<file path="src/verilog/sss_params.svh">
// timing counts and pin reset values
// assumes a single 10 MHz clock; included by the package and the modules
`ifndef SSS_PARAMS_SVH
`define SSS_PARAMS_SVH

// ----------------------------------------
// clock
// ----------------------------------------
`define SSS_CLK_PERIOD_NS 100
`define SSS_CLK_KHZ 10000

// ----------------------------------------
// reset hold: 140 ms minimum
// ----------------------------------------
`define SSS_HOLD_TIME_MS 140
`define SSS_HOLD_CYC (`SSS_HOLD_TIME_MS * `SSS_CLK_KHZ)
`define SSS_HOLD_CNT_W 21

// ----------------------------------------
// watchdog timeout, typical figure
// ----------------------------------------
`define SSS_WD_PERIOD_MS 1650
`define SSS_WD_CYC (`SSS_WD_PERIOD_MS * `SSS_CLK_KHZ)
`define SSS_WD_CNT_W 24

// ----------------------------------------
// chip-enable access completion window
// ----------------------------------------
`define SSS_CE_FINISH_NS 1000
`define SSS_CE_FINISH_CYC ((`SSS_CE_FINISH_NS + `SSS_CLK_PERIOD_NS - 1) / `SSS_CLK_PERIOD_NS)
`define SSS_CE_CNT_W 4

// ----------------------------------------
// pin synchroniser: width and value held during reset
// bits follow sss_pins_type, supply_low in bit 7
// ----------------------------------------
`define SSS_PIN_W 8
`define SSS_PINS_RESET 8'h9D

`endif

</file>
<file path="src/verilog/sss_pkg.sv">
// types shared by the supervisor modules
// assumes sss_params.svh on the include path
`include "sss_params.svh"

package sss_pkg;

    // ----------------------------------------
    // pin bundle, one bit per comparator or logic pin
    // ----------------------------------------
    typedef struct packed {
        logic supply_low;
        logic backup_over_hyst;
        logic supply_over_backup;
        logic manual_reset_n;
        logic aux_reset_sense;
        logic supply_fail_sense;
        logic watchdog_kick;
        logic gated_enable_in;
    } sss_pins_type;

    typedef enum logic [2:0] {
        SSS_RST_ASSERT = 3'h1,
        SSS_RST_HOLD = 3'h2,
        SSS_RST_RUN = 3'h4
    } sss_rst_state_type;

    typedef enum logic [2:0] {
        SSS_CE_PASS = 3'h1,
        SSS_CE_FINISH = 3'h2,
        SSS_CE_BLOCK = 3'h4
    } sss_ce_state_type;

    // ----------------------------------------
    // per-module state records
    // ----------------------------------------
    typedef struct packed {
        logic [`SSS_PIN_W-1:0] s1;
        logic [`SSS_PIN_W-1:0] s2;
        logic [`SSS_PIN_W-1:0] s3;
        logic [`SSS_PIN_W-1:0] clean;
    } sss_sync_state_type;

    typedef struct packed {
        logic last_kick;
        logic [`SSS_WD_CNT_W-1:0] cnt;
        logic expire;
    } sss_wd_state_type;

    typedef struct packed {
        sss_rst_state_type rst_state;
        logic [`SSS_HOLD_CNT_W-1:0] hold_cnt;
        sss_ce_state_type ce_state;
        logic [`SSS_CE_CNT_W-1:0] ce_cnt;
        logic reset_n;
        logic flag_n;
        logic backup_sel;
        logic gate_out;
    } sss_main_state_type;

    // terminal count test shared by all timers
    function automatic logic sss_count_done(input logic [31:0] count, input int unsigned limit);
        return count == (limit - 1);
    endfunction : sss_count_done

endpackage : sss_pkg

</file>
<file path="src/verilog/sss_pin_sync.sv">
// three-stage synchroniser with agreement filter for all supervisor pins
// assumes pins are asynchronous to clock; output changes once stages 2 and 3 agree
`timescale 1ns/1ps
`include "sss_params.svh"

module sss_pin_sync (
    input wire logic clock,
    input wire logic resetn,
    input wire logic clk_en,
    input sss_pkg::sss_pins_type pins_raw,
    output sss_pkg::sss_pins_type pins_clean
);
    import sss_pkg::*;

    sss_sync_state_type st_reg;
    sss_sync_state_type st_next;
    logic [`SSS_PIN_W-1:0] agree;

    // shift chain; stage 1 feeds stage 2 only
    always_comb begin
        st_next = st_reg;
        st_next.s1 = pins_raw;
        st_next.s2 = st_reg.s1;
        st_next.s3 = st_reg.s2;
        agree = ~(st_reg.s2 ^ st_reg.s3);
        st_next.clean = (agree & st_reg.s3) | (~agree & st_reg.clean);
    end

    // frozen while clk_en is low
    always_ff @(posedge clock or negedge resetn) begin
        if (!resetn) begin
            st_reg <= {4{`SSS_PINS_RESET}};
        end else if (clk_en) begin
            st_reg <= st_next;
        end
    end

    assign pins_clean = sss_pins_type'(st_reg.clean);

endmodule : sss_pin_sync

</file>
<file path="src/verilog/sss_watchdog.sv">
// watchdog timer: counts while the kick input stands still
// assumes kick is already synchronised and clear is the registered reset state
`timescale 1ns/1ps
`include "sss_params.svh"

module sss_watchdog #(
    parameter int unsigned PERIOD_CYCLES = `SSS_WD_CYC
) (
    input wire logic clock,
    input wire logic resetn,
    input wire logic clk_en,
    input wire logic kick,
    input wire logic clear,
    output logic expire
);
    import sss_pkg::*;

    sss_wd_state_type st_reg;
    sss_wd_state_type st_next;

    // either kick edge or an asserted reset restarts the count
    always_comb begin
        st_next = st_reg;
        st_next.last_kick = kick;
        st_next.expire = 1'b0;
        if (clear || (kick != st_reg.last_kick)) begin
            st_next.cnt = '0;
        end else if (sss_count_done(32'(st_reg.cnt), PERIOD_CYCLES)) begin
            st_next.cnt = '0;
            st_next.expire = 1'b1;
        end else begin
            st_next.cnt = st_reg.cnt + 1'b1;
        end
    end

    always_ff @(posedge clock or negedge resetn) begin
        if (!resetn) begin
            st_reg <= '0;
        end else if (clk_en) begin
            st_reg <= st_next;
        end
    end

    assign expire = st_reg.expire;

endmodule : sss_watchdog

</file>
<file path="src/verilog/sss_supervisor.sv">
// supply supervisor reset logic: reset combiner, hold timer, watchdog,
// power-fail flag, backup switchover select and chip-enable gating
// assumes comparator results arrive as levels asynchronous to clock
//
// Contract
// reset stays low while supply low, manual reset low or aux sense low
// reset held low a full hold time after every release event
// hold time after manual reset release is at least 140 ms
// watchdog expiry asserts reset as a pulse, repeating while expiry repeats
// kick input stuck past the timeout expires the watchdog, giving hold-length pulse
// watchdog timer clears on asserted reset and on either kick edge
// processor toggles the kick input faster than once per timeout period
// aux sense below its threshold asserts reset, held until hold time after rising
// power-fail flag low while power-fail sense is below its threshold
// power-fail flag also forced low while the supply is below threshold
// switched output fed from supply normally, from greater source when supply low
// switch to battery only above 40 mV margin, back once supply exceeds it
// backup-active indicator high in battery backup mode, low otherwise
// gated enable output low only when input low and reset not asserted
// gated enable output driven high whenever decoupled from its input
// access in flight at reset gets 1 us low, then output forced high
// system ties unused gated enable input to a fixed level
// hold timer restarts on any reappearing condition; release needs one clean interval
`timescale 1ns/1ps
`include "sss_params.svh"

module sss_supervisor #(
    parameter int unsigned HOLD_CYCLES = `SSS_HOLD_CYC,
    parameter int unsigned WD_CYCLES = `SSS_WD_CYC,
    parameter int unsigned CE_FINISH_CYCLES = `SSS_CE_FINISH_CYC
) (
    input wire logic clock,
    input wire logic resetn,
    input wire logic clk_en,
    input wire logic supply_low,
    input wire logic backup_over_hyst,
    input wire logic supply_over_backup,
    input wire logic manual_reset_n,
    input wire logic aux_reset_sense,
    input wire logic supply_fail_sense,
    input wire logic watchdog_kick,
    input wire logic gated_enable_in,
    output logic system_reset_n,
    output logic supply_fail_flag_n,
    output logic backup_active,
    output logic gated_enable_out
);
    import sss_pkg::*;

    // ----------------------------------------
    // declarations
    // ----------------------------------------
    sss_main_state_type st_reg;
    sss_main_state_type st_next;
    sss_pins_type pins_raw;
    sss_pins_type pins;
    logic wd_expire;
    logic reset_cond;
    logic reset_clear;
    logic hold_done;
    logic ce_done;

    // reset value of the whole state record; reset comes up asserted
    localparam sss_main_state_type MAIN_RESET = '{
        rst_state: SSS_RST_ASSERT,
        hold_cnt: '0,
        ce_state: SSS_CE_BLOCK,
        ce_cnt: '0,
        reset_n: 1'b0,
        flag_n: 1'b0,
        backup_sel: 1'b0,
        gate_out: 1'b1
    };

    // ----------------------------------------
    // pin capture
    // ----------------------------------------

    // bundle the pins for the synchroniser
    always_comb begin
        pins_raw.supply_low = supply_low;
        pins_raw.backup_over_hyst = backup_over_hyst;
        pins_raw.supply_over_backup = supply_over_backup;
        pins_raw.manual_reset_n = manual_reset_n;
        pins_raw.aux_reset_sense = aux_reset_sense;
        pins_raw.supply_fail_sense = supply_fail_sense;
        pins_raw.watchdog_kick = watchdog_kick;
        pins_raw.gated_enable_in = gated_enable_in;
    end

    // every pin pays the same four-cycle latency, so relative order holds
    sss_pin_sync u_sync (
        .clock(clock),
        .resetn(resetn),
        .clk_en(clk_en),
        .pins_raw(pins_raw),
        .pins_clean(pins)
    );

    // ----------------------------------------
    // watchdog
    // ----------------------------------------

    // cleared by the registered reset, so a pulse also re-arms it
    assign reset_clear = !st_reg.reset_n;

    sss_watchdog #(
        .PERIOD_CYCLES(WD_CYCLES)
    ) u_wdog (
        .clock(clock),
        .resetn(resetn),
        .clk_en(clk_en),
        .kick(pins.watchdog_kick),
        .clear(reset_clear),
        .expire(wd_expire)
    );

    // ----------------------------------------
    // reset sources and terminal counts
    // ----------------------------------------

    // level sources; supply_low alone covers backup mode
    assign reset_cond = pins.supply_low | !pins.manual_reset_n | !pins.aux_reset_sense;

    // one shared compare for both timers
    assign hold_done = sss_count_done(32'(st_reg.hold_cnt), HOLD_CYCLES);
    assign ce_done = sss_count_done(32'(st_reg.ce_cnt), CE_FINISH_CYCLES);

    // ----------------------------------------
    // next-state logic
    // ----------------------------------------

    // one pass over the whole state record
    always_comb begin
        st_next = st_reg;

        // reset sequencer: assert while a source is active, then hold
        case (st_reg.rst_state)
            SSS_RST_ASSERT: begin
                st_next.hold_cnt = '0;
                if (!reset_cond) begin
                    st_next.rst_state = SSS_RST_HOLD;
                end
            end
            SSS_RST_HOLD: begin
                if (reset_cond) begin
                    st_next.rst_state = SSS_RST_ASSERT;
                    st_next.hold_cnt = '0;
                end else if (hold_done) begin
                    st_next.rst_state = SSS_RST_RUN;
                    st_next.hold_cnt = '0;
                end else begin
                    st_next.hold_cnt = st_reg.hold_cnt + 1'b1;
                end
            end
            SSS_RST_RUN: begin
                st_next.hold_cnt = '0;
                if (reset_cond) begin
                    st_next.rst_state = SSS_RST_ASSERT;
                end else if (wd_expire) begin
                    // a watchdog event is a pulse: straight into hold
                    st_next.rst_state = SSS_RST_HOLD;
                end
            end
            default: begin
                st_next.rst_state = SSS_RST_ASSERT;
                st_next.hold_cnt = '0;
            end
        endcase

        // reset output is high only in the run state
        st_next.reset_n = (st_next.rst_state == SSS_RST_RUN);

        // power-fail flag; supply low forces it
        st_next.flag_n = pins.supply_fail_sense && !pins.supply_low;

        // switchover with hysteresis; the 40 mV margin lives in the comparator
        if (!pins.supply_low) begin
            st_next.backup_sel = 1'b0;
        end else if (!st_reg.backup_sel && pins.backup_over_hyst) begin
            st_next.backup_sel = 1'b1;
        end else if (st_reg.backup_sel && pins.supply_over_backup) begin
            st_next.backup_sel = 1'b0;
        end

        // chip-enable gate keyed to the next reset_n, so both move on one edge
        case (st_reg.ce_state)
            SSS_CE_PASS: begin
                st_next.ce_cnt = '0;
                if (st_next.reset_n) begin
                    st_next.gate_out = pins.gated_enable_in;
                end else if (!pins.gated_enable_in) begin
                    st_next.ce_state = SSS_CE_FINISH;
                    st_next.gate_out = 1'b0;
                end else begin
                    st_next.ce_state = SSS_CE_BLOCK;
                    st_next.gate_out = 1'b1;
                end
            end
            SSS_CE_FINISH: begin
                // input ignored during the completion window
                st_next.gate_out = 1'b0;
                if (ce_done) begin
                    st_next.ce_state = SSS_CE_BLOCK;
                    st_next.gate_out = 1'b1;
                    st_next.ce_cnt = '0;
                end else begin
                    st_next.ce_cnt = st_reg.ce_cnt + 1'b1;
                end
            end
            SSS_CE_BLOCK: begin
                st_next.ce_cnt = '0;
                st_next.gate_out = 1'b1;
                if (st_next.reset_n) begin
                    st_next.ce_state = SSS_CE_PASS;
                    st_next.gate_out = pins.gated_enable_in;
                end
            end
            default: begin
                st_next.ce_state = SSS_CE_BLOCK;
                st_next.ce_cnt = '0;
                st_next.gate_out = 1'b1;
            end
        endcase
    end

    // ----------------------------------------
    // state register
    // ----------------------------------------

    // low clk_en freezes every timer and output
    always_ff @(posedge clock or negedge resetn) begin
        if (!resetn) begin
            st_reg <= MAIN_RESET;
        end else if (clk_en) begin
            st_reg <= st_next;
        end
    end

    // ----------------------------------------
    // outputs, all straight from flip-flops
    // ----------------------------------------

    // hold outlasts the access window, so finish never meets a release
    assign system_reset_n = st_reg.reset_n;
    assign supply_fail_flag_n = st_reg.flag_n;
    // one select drives the source switch and the indicator
    assign backup_active = st_reg.backup_sel;
    // clocked stand-in for the transmission gate, a few cycles late
    assign gated_enable_out = st_reg.gate_out;

endmodule : sss_supervisor

</file>
<file path="config.mk">
export PLATFORM = sky130hd
export DESIGN_NAME = sss_supervisor
export DESIGN_NICKNAME = d
export VERILOG_FILES = /design/src/verilog/sss_pkg.sv /design/src/verilog/sss_pin_sync.sv /design/src/verilog/sss_watchdog.sv /design/src/verilog/sss_supervisor.sv
export VERILOG_INCLUDE_DIRS = /design/src /design/src/verilog
export SDC_FILE = /design/constraint.sdc
export NUM_CORES = 1
export LEC_CHECK = 0
export ABC_AREA = 0
export ABC_CLOCK_PERIOD_IN_PS = 2250
export CORE_ASPECT_RATIO = 2
export CORE_UTILIZATION = 63
export CTS_CLUSTER_DIAMETER = 40
export CTS_CLUSTER_SIZE = 24
export DETAILED_ROUTE_END_ITERATION = 10
export DONT_BUFFER_PORTS = 1
export PLACE_DENSITY = 0.79
export SLEW_MARGIN = 10
export SYNTH_ARGS = -nofsm -noshare
export SYNTH_HDL_FRONTEND = slang
export SYNTH_SLANG_ARGS = --single-unit
</file>
<file path="constraint.sdc">
create_clock -name clock -period 2.25 [get_ports clock]
set_input_delay 0.45 -clock clock [delete_from_list [all_inputs] [get_ports clock]]
set_output_delay 0.45 -clock clock [all_outputs]
set_load 0.05 [all_outputs]
</file>
* After elaboration in Yosys (flattened, before gate mapping)
Index checks and enable logic that the tools add are counted.
Operators by class: reductions and logical operators 11, bitwise gates (word level) 8, mux-type cells 25, add/subtract/negate cells 3, equal/unequal tests 15
Operators by type and width (count):
- 2-to-1 mux 24 bit | 3
- one-hot mux 24 bit (3 select lines) | 1
- adder 24 x 1 -> 24 bit, second input constant | 1
- == test 24 bit, second input constant | 1
- 2-to-1 mux 3 bit | 8
- adder 21 x 1 -> 21 bit, second input constant | 1
- == test 21 bit, second input constant | 1
- 2-to-1 mux 21 bit | 1
- one-hot mux 7 bit (3 select lines) | 1
- AND 8 bit | 2
- NOT 8 bit | 2
- == test 3 bit, second input constant | 3
- 2-to-1 mux 1 bit | 9
- bitwise OR 8 bit | 1
- bitwise XOR 8 bit | 1
- == test 3 x 1 -> 1 bit, second input constant | 2
- == test 3 x 2 -> 1 bit, second input constant | 2
- != test 2 bit, second input constant | 3
- zero test 1 bit | 5
- adder 4 x 1 -> 4 bit, second input constant | 1
- == test 4 bit, second input constant | 1
- 2-to-1 mux 4 bit | 1
- AND reduction 4 bit | 1
- logical AND 1 bit | 3
- other kinds (6) | 7
Word-level totals: word-level logic and storage cells 77, register bits after elaboration 93, output and inout port bits 4, input bits 11

* Depth between registers and ports, before layout
depth after elaboration 8, depth in mapped cells 7, gate-level depth less buffers 7

* Hierarchy
Synthesis repeated with hierarchy kept, for this count alone.
Unflattened totals: cells, all modules 475, area, all modules 4882.2 um^2
By module, submodules not included:
- sss_supervisor | cells an instance 204, area each 1954.4 um^2, times used 1, seq. area each 879.6 um^2
- sss_watchdog | cells an instance 164, area each 1524.0 um^2, times used 1, seq. area each 650.6 um^2
- sss_pin_sync | cells an instance 107, area each 1403.8 um^2, times used 1, seq. area each 825.8 um^2

* Least setup slack after synthesis
Ideal clock, no wire load.
path kind flip-flop to flip-flop, start reg u_wdog.st_reg[7] in the netlist's numbering, end reg u_wdog.st_reg[18] in the netlist's numbering, data arrival time 1914 ps, setup time 124 ps, cell stages (with the launch flop) 8, buffers on the path 2, slack 212 ps, clock period less this slack 2038 ps, required time 2126 ps, cell sequence dfrtp_1 > buf_6 > or4b_4 > nor4_4 > a211o_1 > buf_6 > nor4_1 > a211o_1
Between the ends: cells in the longest elaborated chain, start to end 3, elaborated cells between the ends (all ways) 4, those cells by class add/sub (1); eq/ne (1); mux (2)
Ends and longest elaborated chain:
- start, declared | line sss_watchdog.sv:18 | sss_wd_state_type st_reg;
- start signal, assigned | line sss_watchdog.sv:40 | st_reg <= st_next;
- adder 24 x 1 -> 24 bit or == test 24 bit (tied branches) | line sss_watchdog.sv:32, sss_pkg.sv:62
- 2-to-1 mux 24 bit * | line sss_watchdog.sv:28 | end else if (sss_count_done(32'(st_reg.cnt), PERIOD_CYCLES)) begin
- 2-to-1 mux 24 bit * | line sss_watchdog.sv:26 | if (clear || (kick != st_reg.last_kick)) begin
Mark *: on every way between the ends. The rest lies on a longest branch, timed or not. A chain may end at the register's enable or synchronous reset.

* Worst setup path in the final report
start reg u_wdog.st_reg[1] in the netlist's numbering, end reg u_wdog.st_reg[15] in the netlist's numbering
The elaborated chain is that of the path after synthesis.

==> metrics.txt <==
status finished with violations; failing checks hold timing; count of flip-flops with a built-in enable after synthesis 0; Horiz. Die Dim 62.69 microns; syn nets 491; main flop type after synthesis dfrtp_1; die footprint 0.007734 sq mm; Post-Syn Area 0.004641 sq mm; critical path class flip-flop to flip-flop; Setup violations, final 0; setup TNS 0 ns; register area share after synthesis 0.5077; endpoints failing hold 92; hpwl dp 6376 microns; Max Cap Viol 0; Avg Synthesized Cell Area 9.749 sq um; Max Root-Sink Buffers 2; worst-margin pin slew 0.7168 ns; synthesized flop and latch total 93; CP max stage cell or4_1; Ys Warns 0; Avg WL per Cell 16.57 microns; Slew headroom 0.5213; Top Family by Delay on Critical Path simple AND/OR/NAND/NOR gates; Starting Density 0.6584; most common cell after layout, fill and taps aside dfrtp_1; TritonCTS Buffers 9; delay of the slowest critical-path stage 0.48 ns; Final Cycle Share 0.9748; first-pass GRT wire length 16630 microns; H-tree depth 3; # fillers 493; PnR worst setup slack 0.05663 ns; PwrDens 761.3 mW/mm^2; hold crit path type input port to asynchronous set/reset pin; worst endpoint required time 2.50 ns; critical path cell sequence ha_1 > nand4b_1 > nor4_4 > buf_4 > a211o_1 > buf_12 > or4_1 > o221ai_1; Netlist cell types 60; Core Region 0.007048 sq mm; RSZ-0062 raised after global routing no; initial antenna violation count 0; Antenna diodes 0; Iter 0 DRT Violations 275; Max Fclk 455.9 MHz; Gate Count Post-Synth 476; worst hold slack -0.1935 ns; DRT Pass-1 Iters 4; peak supply drop 0.0006823 V; Slew Limit Fails 0; vias post-DR 3660; Post-Place Worst Slack -0.05977 ns; Async SR Flop Fraction 1.000; IO buf count 0; vias per cell 6.214; fin area 0.005177 sq mm; Worst-path clk slew 0.06 ns; I/O pin count 15; Detail Route Antenna Nets 0; final core utilization 0.7346; CTS Root Cell clkbuf_16; overall routed net length 9758 microns; Die Y 123.4 microns; vias in the first global route 3566; drc violations 0; Crit Path Max Fanout 7; row cnt 43; # clock sinks 93; Tmin final 2.193 ns; clock latency on the worst-skew pair 0.34 ns; Post-DP Area 0.004862 sq mm; largest net degree at the start of global routing 94; most frequent cells in the layout dfrtp_1, nand2_1, o21ai_0; Worst setup SP type flip-flop; CTS tree built; CP endpoint kind flip-flop; Crit path arrival time 2.44 ns; GR Overflow Total 0; Worst Path Buf+Inv 2; max reg flops 31; leakage 2.182 nW; RePlAce Congestion 0.8518; clock skew 0.005339 ns; Final #Nets 509; GRT Resource Usage Total 0.2793; layout cell share with drive strength beyond 1 0.1864; Area Growth Syn to Fin 11.57%
[path summary, 6_finish.rpt]
kind	startpoint	end	slack (ns)	depth (start not counted)
min reg2reg	u_sync.st_reg[11]	u_sync.st_reg[11]	0.48	2
max	u_wdog.st_reg[1]	u_wdog.st_reg[15]	0.06	8
max reg2reg	u_wdog.st_reg[1]	u_wdog.st_reg[15]	0.06	8
min	resetn	st_reg[17]	-0.19	0
max in group asynchronous	resetn	u_sync.st_next[15]	2.23	0
min in group clock	clk_en	u_sync.st_reg[12]	0.20	1
[what timing repair did]
action	in CTS	in global routing
pin swaps	0	1
setup endpoints to repair	2	11
setup buffers	0	1
gates resized for setup	1	1
hold endpoints to repair	93	86
[metrics by stage]
step / hold slack [ns] / std cells / total power, mW
after floorplan: 0.1544 / 476 / 2.337
after global placement: 0.1567 / 572 / 2.424
after detailed placement: 0.1565 / 572 / 2.455
after CTS: -0.2039 / 588 / 3.971
after global routing: -0.2070 / 589 / 4.103
final: -0.1935 / 589 / 3.942
[metal layers]
layer / share of wire / GRT usage / up-vias
li1: - / - / 1753
met5: 0 / 0 / -
met4: 0.039 / 0.1701 / 0
met1: 0.40 / 0.3292 / 1800
met3: 0.029 / 0.03782 / 31
met2: 0.53 / 0.4810 / 76
[cells by family after synthesis]
group | Yosys count | share of synthesized area
buffers and inverters | 38 | 0.03424
muxes | 23 | 0.05446
and+or+nand+nor | 185 | 0.2098
DFF | 93 | 0.5077
adders and majority gates | 4 | 0.01079
AOI/OAI and AO/OA | 118 | 0.1548
xor gates and xnor gates | 15 | 0.02831
[final cells by class]
cell class,instances,area [sq um],area share
clock buffers,11,242.7,0.04688
inverters,20,75.07,0.01450
flip-flops and latches,93,2356,0.4551
well taps,90,112.6,0.02175
multi-input cells,345,2132,0.4118
clock inverters,5,58.81,0.01136
repair buffers,25,200.2,0.03867
[synth_stat cells, types with 3 or more instances]
cell type | n | area [sq um]
mux2_2 | 18 | 202.7
ha_1 | 4 | 50.05
inv_1 | 19 | 71.32
nand3b_1 | 3 | 22.52
dfrtp_1 | 70 | 1752
nor2_1 | 37 | 138.9
mux2i_1 | 5 | 50.05
a21o_1 | 7 | 52.55
a31oi_1 | 8 | 50.05
nor4_1 | 11 | 68.82
nand3_1 | 22 | 110.1
dfstp_2 | 23 | 604.3
and3_1 | 4 | 25.02
or4bb_1 | 3 | 33.78
o21ai_0 | 39 | 195.2
o22ai_1 | 5 | 31.28
xnor2_1 | 5 | 43.79
clkbuf_1 | 10 | 37.54
nor3_1 | 9 | 45.04
o21ai_1 | 8 | 40.04
nand4_1 | 15 | 93.84
nor2b_1 | 4 | 25.02
a22o_1 | 4 | 35.03
nand2b_1 | 6 | 37.54
nand2_1 | 51 | 191.4
xor2_1 | 10 | 87.58
o31ai_1 | 5 | 37.54
a21oi_1 | 26 | 130.1
buf_1 | 5 | 18.77
[where the power goes]
group          internal (mW)  switching (mW)
clock network          0.893           0.614
logic                  0.201           0.175
registers               1.88           0.174
total                   2.98           0.963
[worst register-to-register path, delay by kind of cell (launching register included)]
kind | cells | cell delay, ns
AOI/OAI and AO/OA | 2 | 0.45
adders and majority gates | 1 | 0.24
buffers and inverters | 2 | 0.31
DFF | 1 | 0.38
and+or+nand+nor | 3 | 0.71
Note: power is estimated with default switching activity, not from simulation.
